<file path="src/common/etc_pkg.sv">
package etc_pkg;

  // ==========================================================
  // Counter limits and reset values
  localparam logic [7:0] CNT_BOTTOM = 8'h00;
  localparam logic [7:0] CNT_MAX    = 8'hff;
  localparam logic [7:0] CNT_RST    = 8'h00;
  localparam logic [7:0] CMP_RST    = 8'h00;
  localparam logic [2:0] FLAG_RST   = 3'h0;
  localparam logic [2:0] MASK_RST   = 3'h0;

  // ==========================================================
  // Flag and mask bit positions
  localparam int FLG_OVF  = 0;
  localparam int FLG_CMPA = 1;
  localparam int FLG_CMPB = 2;

  // ==========================================================
  // Clock select codes
  localparam logic [2:0] CS_STOP     = 3'h0;
  localparam logic [2:0] CS_SYS      = 3'h1;
  localparam logic [2:0] CS_PRE_LO   = 3'h2;
  localparam logic [2:0] CS_PRE_HI   = 3'h5;
  localparam logic [2:0] CS_EXT_FALL = 3'h6;
  localparam logic [2:0] CS_EXT_RISE = 3'h7;

  // ==========================================================
  // Compare output mode codes
  localparam logic [1:0] COM_OFF    = 2'h0;
  localparam logic [1:0] COM_TOGGLE = 2'h1;
  localparam logic [1:0] COM_CLEAR  = 2'h2;
  localparam logic [1:0] COM_SET    = 2'h3;

  // ==========================================================
  // Waveform modes
  typedef enum logic [2:0] {
    WM_NORMAL    = 3'b000,
    WM_PC_MAX    = 3'b001,
    WM_CTC       = 3'b010,
    WM_FAST_MAX  = 3'b011,
    WM_RSV4      = 3'b100,
    WM_PC_OCRA   = 3'b101,
    WM_RSV6      = 3'b110,
    WM_FAST_OCRA = 3'b111
  } etc_wave_e;

  typedef enum logic [1:0] {
    CL_NONPWM = 2'b00,
    CL_FAST   = 2'b01,
    CL_PHASE  = 2'b10
  } etc_class_e;

  // ==========================================================
  // Control registers
  typedef struct packed {
    logic [1:0] com_a;
    logic [1:0] com_b;
    logic       wave_mode_bit1;
    logic       wave_mode_bit0;
  } etc_ctrl_a_s;

  typedef struct packed {
    logic       force_a;
    logic       force_b;
    logic       wave_mode_bit2;
    logic [2:0] clock_select_field;
  } etc_ctrl_b_s;

  localparam etc_ctrl_a_s CTRL_A_RST = '{default: '0};
  localparam etc_ctrl_b_s CTRL_B_RST = '{default: '0};

endpackage

</file>
<file path="src/rtl/etc_core.sv">
module etc_core
  import etc_pkg::*;
(
  // Clock and reset
  input  wire logic                 CLK_SYS,
  input  wire logic                 RST,
  // Control writes
  input  wire logic                 CONTROL_A_WR,
  input  wire etc_pkg::etc_ctrl_a_s CONTROL_A_DATA,
  input  wire logic                 CONTROL_B_WR,
  input  wire etc_pkg::etc_ctrl_b_s CONTROL_B_DATA,
  // Counter and compare writes
  input  wire logic                 COUNTER_WR,
  input  wire logic [7:0]           COUNTER_WDATA,
  input  wire logic                 COMPARE_A_WR,
  input  wire logic                 COMPARE_B_WR,
  input  wire logic [7:0]           COMPARE_WDATA,
  // Flag and mask writes
  input  wire logic                 MASK_WR,
  input  wire logic [2:0]           MASK_WDATA,
  input  wire logic                 FLAG_WR,
  input  wire logic [2:0]           FLAG_WDATA,
  input  wire logic [2:0]           IRQ_ACK,
  // Tick sources
  input  wire logic [3:0]           PRESCALE_TICK,
  input  wire logic                 EXT_COUNT_PIN,
  // Read back
  output etc_pkg::etc_ctrl_a_s      TIMER_CONTROL_A,
  output etc_pkg::etc_ctrl_b_s      TIMER_CONTROL_B,
  output logic [7:0]                COUNTER_VALUE,
  output logic [7:0]                COMPARE_A_VALUE,
  output logic [7:0]                COMPARE_B_VALUE,
  output logic [2:0]                TIMER_FLAG_REG,
  output logic [2:0]                TIMER_MASK_REG,
  // Interrupts and waveforms
  output logic [2:0]                IRQ,
  output logic                      COMPARE_A_OUTPUT,
  output logic                      COMPARE_B_OUTPUT
);

  // ==========================================================
  // Registers
  etc_ctrl_a_s ctl_a_r;
  etc_ctrl_b_s ctl_b_r;
  logic [7:0]  cnt_r;
  logic [7:0]  cnt_nxt;
  logic        dir_r;
  logic        dir_nxt;
  logic        blk_r;
  logic [2:0]  flag_r;
  logic [2:0]  flag_nxt;
  logic [2:0]  mask_r;
  logic [2:0]  mask_nxt;
  logic [2:0]  irq_r;
  logic        ext_s1_r;
  logic        ext_s2_r;
  logic        ext_s3_r;
  logic        ext_lvl_r;
  logic [7:0]  ocr_r [2];
  logic [7:0]  buf_r [2];
  logic [7:0]  view_r [2];
  logic [1:0]  oc_w;

  // ==========================================================
  // Mode decode
  etc_wave_e  wave;
  etc_class_e cls;
  wire        is_fast  = (wave == WM_FAST_MAX) || (wave == WM_FAST_OCRA);
  wire        is_phase = (wave == WM_PC_MAX) || (wave == WM_PC_OCRA);
  wire        is_pwm   = is_fast || is_phase;
  wire        top_ocra = (wave == WM_CTC) || (wave == WM_FAST_OCRA) ||
                         (wave == WM_PC_OCRA);
  wire [7:0]  top_val  = top_ocra ? ocr_r[0] : CNT_MAX;

  assign wave = etc_wave_e'({ctl_b_r.wave_mode_bit2, ctl_a_r.wave_mode_bit1,
                             ctl_a_r.wave_mode_bit0});
  assign cls  = is_fast ? CL_FAST : (is_phase ? CL_PHASE : CL_NONPWM);

  // ==========================================================
  // Top and bottom indications
  wire at_top    = (cnt_r == top_val);
  wire at_bottom = (cnt_r == CNT_BOTTOM);
  wire at_max    = (cnt_r == CNT_MAX);

  // ==========================================================
  // Tick selection
  wire [2:0] cs       = ctl_b_r.clock_select_field;
  wire [1:0] pre_idx  = 2'(cs - CS_PRE_LO);
  wire       pre_sel  = (cs >= CS_PRE_LO) && (cs <= CS_PRE_HI);
  wire       ext_ok   = (ext_s2_r == ext_s3_r);
  wire       ext_rise = ext_ok && ext_s3_r && !ext_lvl_r;
  wire       ext_fall = ext_ok && !ext_s3_r && ext_lvl_r;
  wire       tick     = (cs == CS_SYS) ||
                        (pre_sel && PRESCALE_TICK[pre_idx]) ||
                        (cs == CS_EXT_FALL && ext_fall) ||
                        (cs == CS_EXT_RISE && ext_rise);

  // ==========================================================
  // Counter sequence
  wire run      = tick && !COUNTER_WR;
  wire turn_dn  = dir_r ? !at_bottom : at_top;
  wire ctc_clr  = (wave == WM_CTC) && at_top;
  wire fast_clr = is_fast && at_top;
  wire ovf_ev   = run && (is_fast ? at_top :
                          is_phase ? (at_bottom && dir_r) : at_max);
  wire upd_ev   = run && at_top && (is_fast || !dir_r);
  wire wrap_ev  = run && fast_clr;

  always_comb begin
    cnt_nxt = cnt_r;
    dir_nxt = dir_r;
    if (COUNTER_WR) begin
      cnt_nxt = COUNTER_WDATA;
    end else if (tick) begin
      if (ctc_clr || fast_clr) begin
        cnt_nxt = CNT_BOTTOM;
        dir_nxt = 1'b0;
      end else if (is_phase) begin
        cnt_nxt = turn_dn ? 8'(cnt_r - 8'h01) : 8'(cnt_r + 8'h01);
        dir_nxt = turn_dn;
      end else begin
        cnt_nxt = 8'(cnt_r + 8'h01);
        dir_nxt = 1'b0;
      end
    end
  end

  // ==========================================================
  // Compare, blocking and force
  logic [1:0] match_ev;
  logic [1:0] force_ev;
  logic [1:0] cmp_wr;
  logic [1:0] com [2];
  assign cmp_wr   = {COMPARE_B_WR, COMPARE_A_WR};
  assign com[0]   = ctl_a_r.com_a;
  assign com[1]   = ctl_a_r.com_b;
  assign force_ev = {CONTROL_B_WR && CONTROL_B_DATA.force_b && !is_pwm,
                     CONTROL_B_WR && CONTROL_B_DATA.force_a && !is_pwm};

  generate
    for (genvar i = 0; i < 2; i++) begin : g_ch
      assign match_ev[i] = run && !blk_r && (cnt_r == ocr_r[i]);

      always_ff @(posedge CLK_SYS or posedge RST) begin
        if (RST) begin
          ocr_r[i]  <= CMP_RST;
          buf_r[i]  <= CMP_RST;
          view_r[i] <= CMP_RST;
        end else begin
          if (cmp_wr[i]) buf_r[i] <= COMPARE_WDATA;
          if (cmp_wr[i] && !is_pwm) ocr_r[i] <= COMPARE_WDATA;
          else if (upd_ev && is_pwm) ocr_r[i] <= buf_r[i];
          view_r[i] <= is_pwm ? buf_r[i] : ocr_r[i];
        end
      end

      etc_wave_gen u_wave (
        .clk      (CLK_SYS),
        .rst      (RST),
        .cls      (cls),
        .com      (com[i]),
        .match_ev (match_ev[i]),
        .force_ev (force_ev[i]),
        .wrap_ev  (wrap_ev),
        .dir_down (dir_r),
        .oc       (oc_w[i])
      );
    end
  endgenerate

  // ==========================================================
  // Flags, mask and interrupts
  wire [2:0] flag_set = {match_ev[1], match_ev[0], ovf_ev};
  wire [2:0] flag_clr = (FLAG_WR ? FLAG_WDATA : 3'h0) | IRQ_ACK;
  assign flag_nxt = flag_set | (flag_r & ~flag_clr);
  assign mask_nxt = MASK_WR ? MASK_WDATA : mask_r;

  // ==========================================================
  // State update
  always_ff @(posedge CLK_SYS or posedge RST) begin
    if (RST) begin
      ctl_a_r <= CTRL_A_RST;
      ctl_b_r <= CTRL_B_RST;
      cnt_r   <= CNT_RST;
      dir_r   <= 1'b0;
      blk_r   <= 1'b0;
      flag_r  <= FLAG_RST;
      mask_r  <= MASK_RST;
      irq_r   <= 3'h0;
    end else begin
      if (CONTROL_A_WR) ctl_a_r <= CONTROL_A_DATA;
      if (CONTROL_B_WR) ctl_b_r <= '{force_a: 1'b0, force_b: 1'b0,
                                     wave_mode_bit2: CONTROL_B_DATA.wave_mode_bit2,
                                     clock_select_field: CONTROL_B_DATA.clock_select_field};
      cnt_r  <= cnt_nxt;
      dir_r  <= dir_nxt;
      blk_r  <= COUNTER_WR || (blk_r && !tick);
      flag_r <= flag_nxt;
      mask_r <= mask_nxt;
      irq_r  <= flag_nxt & mask_nxt;
    end
  end

  // External pin synchroniser
  always_ff @(posedge CLK_SYS or posedge RST) begin
    if (RST) begin
      ext_s1_r  <= 1'b0;
      ext_s2_r  <= 1'b0;
      ext_s3_r  <= 1'b0;
      ext_lvl_r <= 1'b0;
    end else begin
      ext_s1_r  <= EXT_COUNT_PIN;
      ext_s2_r  <= ext_s1_r;
      ext_s3_r  <= ext_s2_r;
      ext_lvl_r <= ext_ok ? ext_s3_r : ext_lvl_r;
    end
  end

  // ==========================================================
  // Outputs
  assign TIMER_CONTROL_A  = ctl_a_r;
  assign TIMER_CONTROL_B  = ctl_b_r;
  assign COUNTER_VALUE    = cnt_r;
  assign COMPARE_A_VALUE  = view_r[0];
  assign COMPARE_B_VALUE  = view_r[1];
  assign TIMER_FLAG_REG   = flag_r;
  assign TIMER_MASK_REG   = mask_r;
  assign IRQ              = irq_r;
  assign COMPARE_A_OUTPUT = oc_w[0];
  assign COMPARE_B_OUTPUT = oc_w[1];
endmodule

</file>
<file path="src/rtl/etc_wave_gen.sv">
module etc_wave_gen
  import etc_pkg::*;
(
  // Clock and reset
  input  wire logic       clk,
  input  wire logic       rst,
  // Events and setup
  input  wire etc_class_e cls,
  input  wire logic [1:0] com,
  input  wire logic       match_ev,
  input  wire logic       force_ev,
  input  wire logic       wrap_ev,
  input  wire logic       dir_down,
  // Compare output state
  output logic            oc
);

  // ==========================================================
  // Output state update
  logic oc_nxt;

  always_comb begin
    oc_nxt = oc;
    case (cls)
      CL_NONPWM: begin
        if (match_ev || force_ev) begin
          case (com)
            COM_TOGGLE: oc_nxt = ~oc;
            COM_CLEAR:  oc_nxt = 1'b0;
            COM_SET:    oc_nxt = 1'b1;
            default:    oc_nxt = oc;
          endcase
        end
      end
      CL_FAST: begin
        if (match_ev && com == COM_CLEAR) oc_nxt = 1'b0;
        if (match_ev && com == COM_SET) oc_nxt = 1'b1;
        if (wrap_ev && com == COM_CLEAR) oc_nxt = 1'b1;
        if (wrap_ev && com == COM_SET) oc_nxt = 1'b0;
      end
      CL_PHASE: begin
        if (match_ev && com == COM_CLEAR) oc_nxt = dir_down;
        if (match_ev && com == COM_SET) oc_nxt = ~dir_down;
      end
      default: oc_nxt = oc;
    endcase
  end

  // Mode switches leave the state alone; reset clears it
  always_ff @(posedge clk or posedge rst) begin
    if (rst) oc <= 1'b0;
    else oc <= oc_nxt;
  end

endmodule

</file>
<file path="config.mk">
export PLATFORM = sky130hd
export DESIGN_NAME = etc_core
export DESIGN_NICKNAME = d
export VERILOG_FILES = /design/src/common/etc_pkg.sv /design/src/rtl/etc_core.sv /design/src/rtl/etc_wave_gen.sv
export SDC_FILE = /design/constraint.sdc
export NUM_CORES = 1
export LEC_CHECK = 0
export BUFFER_PORTS_ARGS = -buffer_cell sky130_fd_sc_hd__buf_2
export CORE_MARGIN = 4
export CORE_UTILIZATION = 40
export DETAILED_ROUTE_END_ITERATION = 7
export HOLD_SLACK_MARGIN = 0.08
export SKIP_LAST_GASP = 1
export SYNTH_ARGS = -nofsm -noshare
export SYNTH_HDL_FRONTEND = slang
export SYNTH_SLANG_ARGS = --single-unit
</file>
<file path="constraint.sdc">
create_clock -name CLK_SYS -period 2.3 [get_ports CLK_SYS]
set_input_delay 0.23 -clock CLK_SYS [delete_from_list [all_inputs] [get_ports CLK_SYS]]
set_output_delay 0.23 -clock CLK_SYS [all_outputs]
set_load 0.01 [all_outputs]
</file>
==> flow_metrics.env, run 1 <==
export IMPL_dpl_hpwl_um=7680
export IMPL_tritoncts="done"
export IMPL_synthCells=409
export IMPL_synth_cell_area_um2=4330
export IMPL_drc=0
export IMPL_multiInputGateArea_um2=2050
export IMPL_cp_slowest_cell="sky130_fd_sc_hd__or4_4"
export IMPL_finalCritPeriodShare_pct=99.4
export IMPL_grt_start_max_net_pins=70
export IMPL_ys_ff_latch=83
export IMPL_initial_utilization_pct=41.6
export IMPL_route_detailed_vias_per_inst=5.00
export IMPL_drt_pass1_iter_count=4
export IMPL_setup_slack_ps=13.6
export IMPL_final_cell_count_no_fill=674
export IMPL_route_antenna_remaining_nets=0
export IMPL_synth_cell_types=60
export IMPL_max_cap_violations=0
export IMPL_synthesis_to_layout_area_growth_pct=26.8
export IMPL_detail_route_iter0_violations=183
export IMPL_number_of_pins_exceeding_their_max_slew_limit_in_the_final_report=0
export IMPL_pre_cts_ws_ps=-47.0
export IMPL_die_area_um2=12600
export IMPL_outcome="complete, no violations"
export IMPL_tritoncts_num_buffers=9
export IMPL_synth_common_cells="83 x sky130_fd_sc_hd__dfrtp_1, 42 x sky130_fd_sc_hd__nand2_1, 35 x sky130_fd_sc_hd__mux2_2, 27 x sky130_fd_sc_hd__mux2i_1, 24 x sky130_fd_sc_hd__inv_1"
export IMPL_ios=98
export IMPL_core_um2=10400
export IMPL_slew_headroom_pct=35.2
export IMPL_arrival_ps=2540
export IMPL_worstHoldPathType="in -> reg"
export IMPL_gpl_final_weighted_congestion=0.843
export IMPL_ir_drop_mv=0.387
export IMPL_setup_repair_after_global_routing_missed_its_margin="true"
export IMPL_power_density_nw_per_um2=724
export IMPL_chipWidth_um=112
export IMPL_clk_pin_slew_ps=90
export IMPL_insertion_delay_ps=370
export IMPL_synth_most_common_cell="sky130_fd_sc_hd__dfrtp_1"
export IMPL_grt_pass1_vias=3396
export IMPL_n_antenna_cell=0
export IMPL_placed_cells_incl_taps=640
export IMPL_clock_root_buffer="sky130_fd_sc_hd__clkbuf_8"
export IMPL_power_static_leakage_nw=2.57
export IMPL_critPathRequiredTime_ps=2550
export IMPL_worst_path_max_fanout=8
export IMPL_dominantRegCellSynth="sky130_fd_sc_hd__dfrtp_1"
export IMPL_dr_total_vias=3370
export IMPL_final_setup_viol_count=0
export IMPL_fin_area_um2=5490
export IMPL_cts_buffer_depth=2
export IMPL_htreeDepth=3
export IMPL_grt_util_all_layers_pct=17.0
export IMPL_grt_pass1_wl_um=17100
export IMPL_placementRows=37
export IMPL_mean_routed_wirelength_per_cell_um=15.8
export IMPL_ff2ff_setup_slack_ps=10
export IMPL_num_fill_cells=959
export IMPL_clkSinkCount=83
export IMPL_synth_seq_area_share_pct=48.0
export IMPL_total_power_mw=3.97
export IMPL_yosys_area_top_type_share_pct=48.0
export IMPL_timing_critical_path_slowest_cell_delay_ps=530
export IMPL_fmaxAchievable_mhz=437
export IMPL_placement_io_buffers=95
export IMPL_regArea_um2=2080
export IMPL_final_nets=588
export IMPL_number_of_flops_mapped_to_enable_cells_by_yosys=0
export IMPL_grt_ovfl_total=0
export IMPL_critical_path_class="reg -> reg"
export IMPL_count_of_warnings_emitted_by_yosys=0
export IMPL_critPathLaunchType="flip-flop"
export IMPL_period_minus_slack_ps=2290
export IMPL_tightest_slew_ps=970
export IMPL_synthesis_area_per_instance_um2=10.6
export IMPL_synth_top_cells_by_area="sky130_fd_sc_hd__dfrtp_1 48%, sky130_fd_sc_hd__mux2_2 9.1%, sky130_fd_sc_hd__mux2i_1 6.2%, sky130_fd_sc_hd__nand2_1 3.6%, sky130_fd_sc_hd__o21ai_0 2.7%"
export IMPL_finalSetupTns_ps=0
export IMPL_crit_chain="xnor2_1 > nand4_1 > or4_4 > nor3_4 > a41o_1 > o21ai_1 > a32o_1 > mux2_4"
export IMPL_grt_antenna_before_repair=0
export IMPL_timing_clock_skew_ps=12.3
export IMPL_synth_async_reset_ratio_pct=100
export IMPL_postPlaceCellArea_um2=5020
export IMPL_die_h_um=112
export IMPL_yosysTopAreaCell="sky130_fd_sc_hd__dfrtp_1"
export IMPL_hold_violations=0
export IMPL_layout_drive_gt1_share_pct=40.3
export IMPL_finalWirelength_um=10600
export IMPL_end_kind="flip-flop"
==> layer usage <==
layer / share of wire [%] / global-route usage [%] / up-vias
met4: 1.1 / 4.97 / 0
met2: 48 / 27.6 / 104
met3: 5.7 / 4.58 / 11
met1: 46 / 22.3 / 1596
met5: 0 / 0 / -
li1: - / - / 1659
==> flip-flops by register name, summed over array words and instances, names as in the netlist, 2 cells and up <==
signal,count
COUNTER_VALUE,8
ocr_r,16
COMPARE_B_VALUE,8
COMPARE_A_VALUE,8
cs,3
IRQ,3
g_ch.u_wave.oc,2
TIMER_FLAG_REG,3
TIMER_MASK_REG,3
buf_r,16
TIMER_CONTROL_A,6
==> cells in the final DEF (no fill, tap or decap), drive strengths merged, types with 2 or more instances in the layout <==
master,count
buf,130
dfrtp,83
nand2,42
mux2,37
o21ai,36
inv,29
mux2i,27
nor2,19
nand3,12
clkbuf,11
nand2b,10
nor3,9
dlygate4sd3,8
a21oi,8
xnor2,8
a22oi,7
and3,6
xor2,4
o22ai,4
a31oi,4
ha,4
nor2b,4
and2,4
nor4,3
o2111ai,2
a32o,2
a31o,2
conb,2
nor3b,2
clkinv,2
==> worst max-delay path, delay by kind of cell (launching register included) <==
family	cells	cell delay (ps)
AND/OR/NAND/NOR	3	840
AO/OA/AOI/OAI	3	450
multiplexers	1	250
XOR/XNOR	1	150
flip-flops	1	480
==> timing repair <==
action,in CTS,in global routing
cloned,0,1
hold buffers,7,1
setup buffers,0,9
pin swaps,0,11
resized for setup,1,25
setup endpoints to repair,7,25
endpoints found under the hold margin,20,1
==> through the flow <==
| step | hold slack, ps | utilization [%] |
|---|---|---|
| 2_1_floorplan | 261 | - |
| 3_3_place_gp | 221 | 48.2 |
| 3_5_place_dp | 228 | 48.2 |
| 4_1_cts | 84.6 | 50.8 |
| 5_1_grt | 83.9 | 52.7 |
| 6_report | 93.3 | 52.7 |
==> final timing paths <==
path / end / cells after the start / start
worst max register to register: g_ch[1].u_wave.oc / 8 / COUNTER_VALUE[2]
worst min-delay path: cs[0] / 3 / CONTROL_B_DATA[0]
min in group asynchronous: buf_r[2] / 3 / RST
worst max-delay path: g_ch[1].u_wave.oc / 8 / COUNTER_VALUE[2]
worst min register to register: ext_s2_r / 0 / ext_s1_r
max in group asynchronous: COUNTER_VALUE[2] / 4 / RST
==> report_power, final <==
part	internal (mW)	total (mW)	switching (mW)
Combinational	0.513	1.04	0.525
Clock	0.543	1.10	0.560
Sequential	1.65	1.83	0.184
==> logic make-up (layout without fill, tap and decap cells) <==
kind of cell	count (synthesis)	after routing	synth area share (%)
AOI/OAI and AO/OA	75	75	11.4
xor gates and xnor gates	12	12	2.77
adders and majority gates	4	4	1.16
buffers and inverters	54	182	6.73
DFF	83	83	48.0
muxes	64	64	16.0
other	1	2	0.0866
and+or+nand+nor	116	116	13.9
==> final cells by class <==
cell class,instances,area share (%)
Clock buffer,10,2.51
Tap cell,136,3.10
Timing Repair Buffer,139,16.0
Inverter,27,1.96
Multi-Input combinational cell,273,37.3
Clock inverter,6,1.28
Sequential cell,83,37.9
Power figures use the tool's default switching activity.
==> inputs of run 2 (changes only) <==
ABC_CLOCK_PERIOD_IN_PS = 2300   (was default)
CORE_MARGIN = 2   (was 4)
==> flow_metrics.env, run 2 (synthesis gave the netlist of run 1 again) <==
export IMPL_detail_route_iter0_violations=168
export IMPL_final_nets=583
export IMPL_clkSinkCount=83
export IMPL_outcome="complete, no violations"
export IMPL_critPathLaunchType="flip-flop"
export IMPL_mostFrequentLayoutCell="sky130_fd_sc_hd__buf_2"
export IMPL_route_detailed_vias_per_inst=5.02
export IMPL_grt_pass1_wl_um=16500
export IMPL_insertion_delay_ps=370
export IMPL_layout_drive_gt1_share_pct=40.3
export IMPL_drt_pass1_iter_count=4
export IMPL_dr_total_vias=3361
export IMPL_grt_antenna_before_repair=0
export IMPL_grt_pass1_vias=3304
export IMPL_tritoncts="done"
export IMPL_grt_ovfl_total=0
export IMPL_end_kind="flip-flop"
export IMPL_dpl_hpwl_um=7550
export IMPL_power_density_nw_per_um2=714
export IMPL_period_minus_slack_ps=2260
export IMPL_tritoncts_num_buffers=9
export IMPL_setup_repair_after_global_routing_missed_its_margin="true"
export IMPL_arrival_ps=2510
export IMPL_worstReg2RegStart="COUNTER_VALUE[1]"
export IMPL_die_area_um2=11700
export IMPL_num_fill_cells=941
export IMPL_placement_io_buffers=95
export IMPL_placementRows=37
export IMPL_hold_violations=0
export IMPL_setup_slack_ps=42.6
export IMPL_max_cap_violations=0
export IMPL_largestRegisters="buf_r x16, ocr_r x16"
export IMPL_htreeDepth=3
export IMPL_multiInputGateArea_um2=2020
export IMPL_gpl_final_weighted_congestion=0.883
export IMPL_grt_util_all_layers_pct=18.1
export IMPL_finalCritPeriodShare_pct=98.1
export IMPL_final_setup_viol_count=0
export IMPL_initial_utilization_pct=41.6
export IMPL_grt_start_max_net_pins=63
export IMPL_clk_pin_slew_ps=100
export IMPL_clock_root_buffer="sky130_fd_sc_hd__clkbuf_8"
export IMPL_die_h_um=108
export IMPL_synthesis_to_layout_area_growth_pct=24.4
export IMPL_hp_start="COUNTER_WDATA[1]"
export IMPL_worstHoldPathType="in -> reg"
export IMPL_worst_setup_path_startpoint="COUNTER_VALUE[1]"
export IMPL_drc=0
export IMPL_finalWirelength_um=10300
export IMPL_route_antenna_remaining_nets=0
export IMPL_tightest_slew_ps=941
export IMPL_number_of_pins_exceeding_their_max_slew_limit_in_the_final_report=0
export IMPL_slew_headroom_pct=37.2
export IMPL_ios=98
export IMPL_pre_cts_ws_ps=50.5
export IMPL_timing_clock_skew_ps=17.8
export IMPL_cts_buffer_depth=2
export IMPL_n_antenna_cell=0
export IMPL_worst_path_max_fanout=7
export IMPL_chipWidth_um=108
export IMPL_power_static_leakage_nw=2.53
export IMPL_core_um2=10400
export IMPL_fin_worst_hold_slack_ps=84.0
export IMPL_critPathRequiredTime_ps=2550
export IMPL_fmaxAchievable_mhz=443
export IMPL_mean_routed_wirelength_per_cell_um=15.3
export IMPL_regArea_um2=2090
export IMPL_final_cell_mix="95 x sky130_fd_sc_hd__buf_2, 76 x sky130_fd_sc_hd__dfrtp_1, 42 x sky130_fd_sc_hd__nand2_1"
export IMPL_ir_drop_mv=0.347
export IMPL_critical_path_class="reg -> reg"
## run 2: where the power goes
group	switching, mW	total, mW	internal, mW
registers	0.187	1.84	1.65
logic	0.507	0.995	0.488
clock network	0.581	1.01	0.431
## run 2: critical path, stage by stage, from the launching register on
cell                      delay (ps)
sky130_fd_sc_hd__dfrtp_2         470
sky130_fd_sc_hd__xnor2_1         180
sky130_fd_sc_hd__nand3_1         100
sky130_fd_sc_hd__or4_4           520
sky130_fd_sc_hd__nor3_4          150
sky130_fd_sc_hd__a41o_1          190
sky130_fd_sc_hd__o21ai_1          60
sky130_fd_sc_hd__a32o_1          220
sky130_fd_sc_hd__mux2_4          250
## run 2: area by class of cell
| class | instances | share of cell area (%) |
|---|---|---|
| timing repair buffer | 134 | 15.2 |
| clock inverter | 6 | 0.906 |
| clock buffer | 10 | 2.56 |
| sequential | 83 | 38.7 |
| multi-input combinational | 273 | 37.4 |
| tap | 136 | 3.16 |
| inverter | 27 | 2.00 |
## run 2: path summary, 6_finish.rpt
check | endpoint | slack [ps] | cells past startpoint
min in group asynchronous | COUNTER_VALUE[1] | 490 | 4
worst max register to register | g_ch[1].u_wave.oc | 40 | 8
worst max-delay path | g_ch[1].u_wave.oc | 40 | 8
worst min-delay path | COUNTER_VALUE[1] | 80 | 3
max in group asynchronous | g_ch[1].u_wave.oc | 1530 | 4
worst min register to register | ext_s2_r | 360 | 0
## run 2: timing repair
item / in CTS / in global routing
setup endpoints to repair: 0 / 24
endpoints found under the hold margin: 86 / 2
setup buffers: 0 / 5
hold buffers: 4 / 2
gates resized for setup: 0 / 19
## run 2: metrics by stage
stage | cells | instance area [um2] | utilization [%] | power (mW) | setup TNS (ps)
after CTS | 662 | 5270 | 50.6 | 3.84 | 0
after global placement | 642 | 5040 | 48.4 | 2.81 | 0
after floorplan | 410 | 4340 | - | 2.45 | 0
after detailed placement | 642 | 5040 | 48.4 | 2.82 | 0
final | 669 | 5390 | 51.7 | 3.84 | 0
after global routing | 669 | 5390 | 51.7 | 4.08 | -33.9
## run 2: layer usage
layer,GRT usage [%],vias up,wire [um],share of wire [%]
met1,24.6,1595,4820,47
met3,3.98,21,537,5.2
met4,6.96,0,230,2.2
met5,0,-,0,0
li1,-,1649,-,-
met2,28.3,96,4670,45
